`src/verilog/link_event_defs.svh`:
```
/*
 * Constants for the link event monitor: window limits, window and threshold
 * defaults and the one-second time base.
 * Assumes inclusion by bare name from the design file.
 */
`ifndef LINK_EVENT_DEFS_SVH
`define LINK_EVENT_DEFS_SVH

// ----------------------------------------------------------------------
// Time base
// ----------------------------------------------------------------------
`define LEM_CLK_HZ          50_000_000
`define LEM_SECOND_NS       1_000_000_000
`define LEM_CLK_PERIOD_NS   20
// Cycles in one second, derived from the period
`define LEM_SECOND_CYCLES   (`LEM_SECOND_NS / `LEM_CLK_PERIOD_NS)

// ----------------------------------------------------------------------
// Window limits and defaults, in seconds
// ----------------------------------------------------------------------
`define LEM_FRM_WIN_MIN     6'h01
`define LEM_FRM_WIN_MAX     6'h3C
`define LEM_FRM_WIN_DEF     6'h01
`define LEM_SUM_WIN_MIN     10'h00A
`define LEM_SUM_WIN_MAX     10'h384
`define LEM_SUM_WIN_DEF     10'h03C

// ----------------------------------------------------------------------
// Threshold defaults
// ----------------------------------------------------------------------
`define LEM_THR32_DEF       32'h0000_0001
`define LEM_THR16_DEF       16'h0001

`endif

```
`src/verilog/link_event_pkg.sv`:
```
/*
 * Types for the link event monitor: configuration and event carriers.
 * Assumes nothing beyond a SystemVerilog compiler.
 */
`default_nettype none
package link_event_pkg;

    // Configuration of one counting event with a 32-bit threshold
    typedef struct packed {
        logic [5:0]  window;     // Seconds, 1 to 60
        logic [31:0] threshold;  // Count that raises the event
    } count_cfg_type;

    // Configuration of the seconds-summary event
    typedef struct packed {
        logic [9:0]  window;     // Seconds, 10 to 900
        logic [15:0] threshold;  // Errored seconds that raise the event
    } summary_cfg_type;

    // One-cycle event pulses
    typedef struct packed {
        logic frame;             // Errored-frame event
        logic symbol;            // Symbol-period event
        logic summary;           // Seconds-summary event
    } event_type;

endpackage : link_event_pkg
`default_nettype wire

```
`src/verilog/link_event_monitor.sv`:
```
/*
 * Link event monitor for one port: counts errored frames, symbol errors
 * and errored frame seconds over configured windows and pulses an event
 * when a count reaches its threshold.
 * Assumes all inputs synchronous to clk; configuration held steady by
 * software; out-of-range windows are clamped into range.
 */
`timescale 1ns/1ps
`default_nettype none
`include "link_event_defs.svh"

module link_event_monitor #(
    parameter int unsigned SECOND_CYCLES = `LEM_SECOND_CYCLES,
    parameter int unsigned ERR_WIDTH     = 16
) (
    input  wire logic                            clk,
    input  wire logic                            resetn,
    input  wire logic                            monitorEnable,
    input  wire link_event_pkg::count_cfg_type   frameCfg,
    input  wire link_event_pkg::count_cfg_type   symbolCfg,
    input  wire link_event_pkg::summary_cfg_type summaryCfg,
    input  wire logic                            frameError,
    input  wire logic [ERR_WIDTH-1:0]            symbolErrors,
    output logic                                 secondTick,
    output link_event_pkg::event_type            linkEvent,
    output logic [31:0]                          frameCount,
    output logic [31:0]                          symbolCount,
    output logic [15:0]                          summaryCount
);

    // ------------------------------------------------------------------
    // Elaboration checks
    // ------------------------------------------------------------------
    if (SECOND_CYCLES < 2) begin : g_bad_second
        $error("SECOND_CYCLES must be at least 2");
    end
    if (ERR_WIDTH < 1 || ERR_WIDTH > 32) begin : g_bad_width
        $error("ERR_WIDTH must be 1 to 32");
    end

    localparam int unsigned TW = $clog2(SECOND_CYCLES);

    // ------------------------------------------------------------------
    // Declarations
    // ------------------------------------------------------------------
    logic [TW-1:0] tick;            // Cycle counter within a second
    logic [TW-1:0] next_tick;
    logic          secEnd;          // Last cycle of a second
    logic [5:0]    frameSec;        // Seconds elapsed, frame window
    logic [5:0]    next_frameSec;
    logic [5:0]    symbolSec;       // Seconds elapsed, symbol window
    logic [5:0]    next_symbolSec;
    logic [9:0]    summarySec;      // Seconds elapsed, summary window
    logic [9:0]    next_summarySec;
    logic          errSecond;       // Errored frame seen this second
    logic          next_errSecond;
    logic [31:0]   next_frameCount;
    logic [31:0]   next_symbolCount;
    logic [15:0]   next_summaryCount;
    logic          frameDone;       // Event already raised this window
    logic          next_frameDone;
    logic          symbolDone;
    logic          next_symbolDone;
    logic          summaryDone;
    logic          next_summaryDone;
    link_event_pkg::event_type next_linkEvent;
    logic          next_secondTick;
    logic [5:0]    frameWin;        // Clamped windows
    logic [5:0]    symbolWin;
    logic [9:0]    summaryWin;
    logic [32:0]   symbolSum;       // Count plus new errors, with carry out for saturation

    // ------------------------------------------------------------------
    // Window clamping
    // ------------------------------------------------------------------
    function automatic logic [5:0] clamp6(input logic [5:0] w);
        if (w < `LEM_FRM_WIN_MIN) begin
            clamp6 = `LEM_FRM_WIN_MIN;
        end else if (w > `LEM_FRM_WIN_MAX) begin
            clamp6 = `LEM_FRM_WIN_MAX;
        end else begin
            clamp6 = w;
        end
    endfunction : clamp6

    always_comb begin
        frameWin  = clamp6(frameCfg.window);
        symbolWin = clamp6(symbolCfg.window);
        if (summaryCfg.window < `LEM_SUM_WIN_MIN) begin
            summaryWin = `LEM_SUM_WIN_MIN;
        end else if (summaryCfg.window > `LEM_SUM_WIN_MAX) begin
            summaryWin = `LEM_SUM_WIN_MAX;
        end else begin
            summaryWin = summaryCfg.window;
        end
    end

    // ------------------------------------------------------------------
    // One-second time base
    // ------------------------------------------------------------------
    // one second base
    assign secEnd = (tick == TW'(SECOND_CYCLES - 1));

    always_comb begin
        // Wraps at one second; held at zero while disabled
        if (!monitorEnable || secEnd) begin
            next_tick = '0;
        end else begin
            next_tick = tick + TW'(1);
        end
        next_secondTick = monitorEnable && secEnd;
    end

    // ------------------------------------------------------------------
    // Counting and event decisions
    // ------------------------------------------------------------------
    always_comb begin
        // Defaults: hold state, no event
        next_frameSec     = frameSec;
        next_symbolSec    = symbolSec;
        next_summarySec   = summarySec;
        next_errSecond    = errSecond;
        next_frameCount   = frameCount;
        next_symbolCount  = symbolCount;
        next_summaryCount = summaryCount;
        next_frameDone    = frameDone;
        next_symbolDone   = symbolDone;
        next_summaryDone  = summaryDone;
        next_linkEvent    = '0;
        symbolSum         = {1'b0, symbolCount} + 33'(symbolErrors);

        if (!monitorEnable) begin
            // Disabled: everything returns to the start of a window
            next_frameSec     = '0;
            next_symbolSec    = '0;
            next_summarySec   = '0;
            next_errSecond    = 1'b0;
            next_frameCount   = '0;
            next_symbolCount  = '0;
            next_summaryCount = '0;
            next_frameDone    = 1'b0;
            next_symbolDone   = 1'b0;
            next_summaryDone  = 1'b0;
        end else begin
            if (frameError && frameCount != 32'hFFFF_FFFF) begin
                next_frameCount = frameCount + 32'h0000_0001;
            end
            next_symbolCount = symbolSum[32] ? 32'hFFFF_FFFF : symbolSum[31:0];
            if (frameError) begin
                next_errSecond = 1'b1;
            end

            if (!frameDone && next_frameCount >= frameCfg.threshold) begin
                next_linkEvent.frame = 1'b1;
                next_frameDone       = 1'b1;
            end
            if (!symbolDone && next_symbolCount >= symbolCfg.threshold) begin
                next_linkEvent.symbol = 1'b1;
                next_symbolDone       = 1'b1;
            end

            if (secEnd) begin
                if ((errSecond || frameError) && summaryCount != 16'hFFFF) begin
                    next_summaryCount = summaryCount + 16'h0001;
                end
                next_errSecond = 1'b0;
                if (!summaryDone && next_summaryCount >= summaryCfg.threshold) begin
                    next_linkEvent.summary = 1'b1;
                    next_summaryDone       = 1'b1;
                end

                if (frameSec + 6'h01 >= frameWin) begin
                    next_frameSec   = '0;
                    next_frameCount = '0;
                    next_frameDone  = 1'b0;
                end else begin
                    next_frameSec = frameSec + 6'h01;
                end
                if (symbolSec + 6'h01 >= symbolWin) begin
                    next_symbolSec   = '0;
                    next_symbolCount = '0;
                    next_symbolDone  = 1'b0;
                end else begin
                    next_symbolSec = symbolSec + 6'h01;
                end
                if (summarySec + 10'h001 >= summaryWin) begin
                    next_summarySec   = '0;
                    next_summaryCount = '0;
                    next_summaryDone  = 1'b0;
                end else begin
                    next_summarySec = summarySec + 10'h001;
                end
            end
        end
    end

    // ------------------------------------------------------------------
    // State registers
    // ------------------------------------------------------------------
    always_ff @(posedge clk or negedge resetn) begin
        if (!resetn) begin
            tick         <= '0;
            secondTick   <= 1'b0;
            frameSec     <= '0;
            symbolSec    <= '0;
            summarySec   <= '0;
            errSecond    <= 1'b0;
            frameCount   <= '0;
            symbolCount  <= '0;
            summaryCount <= '0;
            frameDone    <= 1'b0;
            symbolDone   <= 1'b0;
            summaryDone  <= 1'b0;
            linkEvent    <= '0;
        end else begin
            tick         <= next_tick;
            secondTick   <= next_secondTick;
            frameSec     <= next_frameSec;
            symbolSec    <= next_symbolSec;
            summarySec   <= next_summarySec;
            errSecond    <= next_errSecond;
            frameCount   <= next_frameCount;
            symbolCount  <= next_symbolCount;
            summaryCount <= next_summaryCount;
            frameDone    <= next_frameDone;
            symbolDone   <= next_symbolDone;
            summaryDone  <= next_summaryDone;
            linkEvent    <= next_linkEvent;
        end
    end

endmodule : link_event_monitor
`default_nettype wire

```
`config.mk`:
```
export PLATFORM = sky130hd
export DESIGN_NAME = link_event_monitor
export DESIGN_NICKNAME = d
export VERILOG_FILES = /design/src/verilog/link_event_pkg.sv /design/src/verilog/link_event_monitor.sv
export VERILOG_INCLUDE_DIRS = /design/src /design/src/verilog
export SDC_FILE = /design/constraint.sdc
export NUM_CORES = 1
export LEC_CHECK = 0
export BUFFER_PORTS_ARGS = -buffer_cell sky130_fd_sc_hd__buf_2
export CORE_MARGIN = 2
export CORE_UTILIZATION = 57
export DETAILED_ROUTE_END_ITERATION = 10
export GPL_ROUTABILITY_DRIVEN = 0
export GPL_TIMING_DRIVEN = 0
export PLACE_DENSITY = 0.86
export SETUP_SLACK_MARGIN = 0.2
export SLEW_MARGIN = 20
export SYNTH_ARGS = -nofsm -noshare
export SYNTH_HDL_FRONTEND = slang
export SYNTH_SLANG_ARGS = --single-unit
export TNS_END_PERCENT = 5
```
`constraint.sdc`:
```
create_clock -name clk -period 5.4 [get_ports clk]
set_input_delay 0.54 -clock clk [delete_from_list [all_inputs] [get_ports clk]]
set_output_delay 0.54 -clock clk [all_outputs]
set_load 0.03 [all_outputs]
```
* Yosys cells after proc, flatten, opt, wreduce, memory -nomap -nowiden
Cells that the tools add are included.
** Word-level totals
- Flip-flop bits (word level) :: 136
- Bits in latches :: 0
- Bits in writable memories :: 0
- Memory bits (read-only) :: 0
- Output and inout port bits :: 84
- Memories :: 0
** Operators by class
- Add/sub/neg operators :: 7
- Multiply operators :: 0
- Div/mod/pow operators :: 0
- $lt $le $gt $ge :: 12
- Eq/ne operators :: 6
- Shift operators :: 0
- Multiplexer cells :: 51
- Bitwise gates (word level) :: 0
- Reduce and logical (&&, ||, !) cells :: 13
** Operators with widths (number)
- $mux W32 :: 9
- $mux W16 :: 6
- $ge A32 B32 Y1 :: 2
- $mux W6 :: 10
- $mux W10 :: 5
- $add A32 B16 Y33 :: 1
- $add A32 B1 Y32 const B :: 1
- $ne A32 B32 Y1 const B :: 1
- $add A26 B1 Y26 const B :: 1
- $eq A26 B26 Y1 const B :: 1
- $mux W26 :: 1
- $mux W1 :: 19
- $add A16 B1 Y16 const B :: 1
- $ge A16 B16 Y1 :: 1
- $ne A16 B16 Y1 const B :: 1
- $add A6 B1 Y6 const B :: 2
- $ge A6 B6 Y1 :: 2
- $gt A6 B6 Y1 const B :: 2
- $lt A6 B1 Y1 const B :: 2
- $add A10 B1 Y10 const B :: 1
- $ge A10 B10 Y1 :: 1
- $gt A10 B10 Y1 const B :: 1
- $lt A10 B4 Y1 const B :: 1
- $logic_and A1 B1 Y1 :: 6
- other kinds (6) :: 11

* Depth between registers and ports, before layout
- Depth after elaboration :: 11
- Mapped depth :: 18
- Mapped depth without buffers :: 17

* Least setup slack after synthesis
No wires, ideal clock.
- Path kind :: input to register
- Start point :: in symbolErrors[0]
- End point :: reg symbolDone
- Arrival time :: 3.825 ns
- Data required time :: 5.279 ns
- Path slack :: 1.454 ns
- Stages :: 18
- Path through :: ha_1 > fa_1 > a211oi_1 > nor4_1 > nor2_1 > a21oi_2 > and2_1 > buf_2 > nor4_1 > nor2_1 > ha_1 > a21oi_1 > nor2_1 > a211oi_1 > o21ai_0 > or3_1 > nor3_1 > nor2_1
** On the way
- Cells in the longest elaborated chain, start to end :: 8
** RTL lines
- start: declaration :: RTL line link_event_monitor.sv:23 : input wire logic [ERR_WIDTH-1:0] symbolErrors,
- $add A32 B16 Y33 * :: RTL line link_event_monitor.sv:130 : symbolSum = {1'b0, symbolCount} + 33'(symbolErrors);
- $mux W32 * :: RTL line link_event_monitor.sv:148 : next_symbolCount = symbolSum[32] ? 32'hFFFF_FFFF : symbolSum[31:0];
- $ge A32 B32 Y1 * :: RTL line link_event_monitor.sv:157 : if (!symbolDone && next_symbolCount >= symbolCfg.threshold) begin
- $logic_and A1 B1 Y1 * :: RTL line link_event_monitor.sv:157
- $mux W1 * :: RTL line link_event_monitor.sv:157
- $mux W1 :: RTL line link_event_monitor.sv:179 : if (symbolSec + 6'h01 >= symbolWin) begin
- $mux W1 * :: RTL line link_event_monitor.sv:162 : if (secEnd) begin
- $mux W1 * :: RTL line link_event_monitor.sv:132 : if (!monitorEnable) begin
- named net next_symbolDone :: RTL line link_event_monitor.sv:63 : logic next_symbolDone;
- end signal: assignment :: RTL line link_event_monitor.sv:226 : symbolDone <= next_symbolDone;
- end: declaration :: RTL line link_event_monitor.sv:62 : logic symbolDone;
The timed path passes the listed nets; every way through them passes the cells marked *.
A chain may end at the register's enable or synchronous reset.

==> flow_summary.json <==
{
  "drt_iter0_drc": 610,
  "overflow": 0,
  "drt-total-wl_um": 26600,
  "grt_pass1_vias": 9454,
  "via_per_inst": 5.81,
  "p_leak_nw": 6.49,
  "synth_top_area_cell": "dfrtp_1",
  "clk_path_buf_depth": 2,
  "crit_chain": "ha_1 > fa_1 > a211oi_1 > nor4_1 > nor2_1 > a21oi_2 > nand2_1 > clkbuf_1 > nand2_1 > ha_1 > and4_1 > o21ai_0 > nor4_1 > o31ai_1 > a21oi_1 > nor2_1 > nor3b_1",
  "yosysWarnings": 0,
  "dr.pass1.iters": 5,
  "tns_ns": 0,
  "setup_slack_ns": 0.500,
  "fp-row-count": 49,
  "ir_worst_vdd_mv": 0.316,
  "initial_core_util_pct": 57.7,
  "syn-instance-count": 1196,
  "clkPwrFrac_pct": 33.5,
  "antenna_found_initial": 0,
  "setup.worst_path.class": "reg2reg",
  "slew_headroom_pct": 43.0,
  "critPathMaxStageDelay_ns": 0.43,
  "fp.dieArea_um2": 19200,
  "status": "complete, no violations",
  "critPathSlowestCell": "fa_1",
  "max_slew.worst_pin.slew_ns": 0.833,
  "hold_viol": 0,
  "cp.required_ns": 5.69,
  "postPlaceCellArea_um2": 11700,
  "worstSkewPairLatency_ns": 0.43,
  "cp-start-kind": "flop",
  "yosysSeqAreaShare_pct": 32.9,
  "syn_avg_cell_area_um2": 8.64,
  "cts_tree": "yes",
  "synth_edf_count": 0,
  "track_usage_pct": 27.8,
  "skew_ns": 0.0126,
  "hold_class": "reg2reg",
  "max-cap-violations": 0,
  "wire_per_inst_um": 16.0,
  "dp_hpwl_um": 20300,
  "synthFlopType": "dfrtp_1",
  "power_w": 0.00346,
  "swShare_pct": 35.7,
  "end_kind": "flop",
  "fin_area_um2": 12300,
  "arrival_ns": 5.19,
  "cts_buffers": 17,
  "dp_slack_ns": 0.285,
  "clock_sinks": 136,
  "path_max_fanout": 10,
  "port_buffers": 205,
  "core_um2": 17900,
  "cts-root-buf": "clkbuf_16",
  "num_antenna_cells": 0,
  "period_needed_ns": 4.90,
  "die_x_um": 139,
  "p_int_w": 0.00223,
  "drcViolationCount": 0,
  "io_pins": 206,
  "die_y_um": 139,
  "rsz0062_at_grt": "no",
  "drive_gt1_share_pct": 19.3,
  "synth_top_area_share_pct": 32.9,
  "fin_crit_sh_pct": 90.7,
  "grt_pass1_wl_um": 44300,
  "ys_async_sr_fraction_pct": 100,
  "htreeDepth": 4,
  "post-route-util_pct": 68.6,
  "synthTopCellsByArea": "dfrtp_1 (33%), ha_1 (15%), xnor2_1 (4.3%)",
  "p_sw_w": 0.00123,
  "syn_area_um2": 10300,
  "cts_resized": 0,
  "postRouteAntennaNets": 0,
  "ys_seq_elements": 136,
  "nets": 1669,
  "synth.net_count": 1443,
  "synth_cell_types": 78,
  "slew_violations": 0,
  "p_seq_share_pct": 32.6,
  "vias": 9670,
  "max_freq_mhz": 204,
  "p_comb_share_pct": 33.9,
  "clk_pin_slew_ns": 0.06,
  "final-setup-viol-count": 0,
  "fillers": 1415,
  "powerDensity_nw_per_um2": 282,
  "area_growth_pct": 18.8,
  "grt_max_degree": 100
}
-- critical path, delay by kind of cell (launching register included) --
family          cells  cell delay (ns)
fa+ha+maj           3             0.95
compound gates      5             1.04
buf+inv             1             0.39
simple gates        8             1.98
flops               1             0.38
-- worst paths after layout --
check / end / slack [ns] / depth (start not counted) / startpoint
max: linkEvent[1]$_DFF_PN0_ / 0.50 / 17 / symbolCount[0]$_DFF_PN0_
min: linkEvent[0]$_DFF_PN0_ / 0.43 / 1 / summaryDone$_DFFE_PN0P_
max reg2reg: linkEvent[1]$_DFF_PN0_ / 0.50 / 17 / symbolCount[0]$_DFF_PN0_
min reg2reg: linkEvent[0]$_DFF_PN0_ / 0.43 / 1 / summaryDone$_DFFE_PN0P_
max in group asynchronous: linkEvent[1]$_DFF_PN0_ / 4.04 / 3 / resetn
min in group asynchronous: secondTick$_DFF_PN0_ / 0.56 / 2 / resetn
-- area by class of cell --
cell class / instances / area, um2 / area share [%]
repair buffers: 207 / 1070 / 8.74
inverters: 103 / 387 / 3.15
plain buffers: 30 / 124 / 1.01
clock buffers: 18 / 429 / 3.50
multi-input cells: 927 / 6420 / 52.3
well taps: 229 / 287 / 2.33
clock inverters: 14 / 153 / 1.24
flip-flops and latches: 136 / 3400 / 27.7
-- kinds of logic (layout without fill, tap and decap cells) --
| group | count (synthesis) | count (layout) | synth area share (%) |
|---|---|---|---|
| AO/OA/AOI/OAI | 251 | 251 | 15.3 |
| XOR/XNOR | 95 | 95 | 8.12 |
| adder cells (fa/ha/maj) | 125 | 125 | 15.2 |
| buffers and inverters | 133 | 372 | 4.94 |
| flip-flops | 136 | 136 | 32.9 |
| multiplexers | 5 | 5 | 0.533 |
| AND/OR/NAND/NOR | 451 | 451 | 23.0 |
-- routing by layer --
layer | GRT usage [%] | wire length (um) | vias to the layer above
met2 | 46.2 | 12900 | 343
met5 | 0 | 0 | -
met3 | 4.66 | 1690 | 70
met4 | 11.9 | 859 | 0
met1 | 36.0 | 11100 | 4555
li1 | - | - | 4702
-- sequential cells by signal, indices dropped and copies added, names as in the netlist --
name	flops
errSecond	1
frameCount	32
frameDone	1
frameSec	6
linkEvent	3
secondTick	1
summaryCount	16
summaryDone	1
summarySec	10
symbolCount	32
symbolDone	1
symbolSec	6
tick	26
-- placed cells by master (no fill, tap or decap), types with 5 or more instances in the layout --
cell type  instances
a211oi_1          15
a21o_1            18
a21oi_1           86
a31oi_1            5
a32o_1             6
and2_1            14
and3_1            17
and4_1            13
buf_2            212
clkbuf_1          21
clkbuf_16         17
clkinv_4           5
dfrtp_1          136
ha_1             124
inv_1            102
nand2_1          116
nand2b_1          12
nand3_1           56
nand4_1           35
nor2_1            73
nor2b_1           42
nor3_1            20
nor3b_1            6
nor4_1            10
o21a_1             9
o21ai_0           63
o31ai_1           10
or3_1              7
xnor2_1           51
xor2_1            43
-- cell usage after synthesis (all sizes together), types with 10 or more instances --
cell type	instances
dfrtp	136
ha	124
nand2	117
inv	103
a21oi	87
nor2	74
o21ai	66
nand3	58
xnor2	52
nor2b	43
xor2	43
nand4	35
clkbuf	21
and3	20
nor3	20
a21o	18
a211oi	16
and2	16
and4	16
nand2b	12
nor4	12
o31ai	10
-- power groups by stage --
stage / Combinational [W] / Clock (W) / Sequential, W
floorplan: 0.000728 / 0 / 0.00125
global placement: 0.00111 / 0 / 0.00114
detailed placement: 0.00116 / 0 / 0.00115
CTS: 0.00117 / 0.00117 / 0.00113
global route: 0.00131 / 0.00121 / 0.00114
finish: 0.00117 / 0.00116 / 0.00113
-- what timing repair did --
item / 4_1_cts / 5_1_grt
buffers inserted: 0 / 0
hold buffers: 1 / 0
endpoints found under the hold margin: 37 / 0
-- per-stage QoR --
stage,cells,hold WS [ns]
global route,1664,0.448
CTS,1664,0.429
global placement,1630,0.406
detailed placement,1631,0.422
finish,1664,0.429
floorplan,1196,0.244
Power figures use the tool's default switching activity.
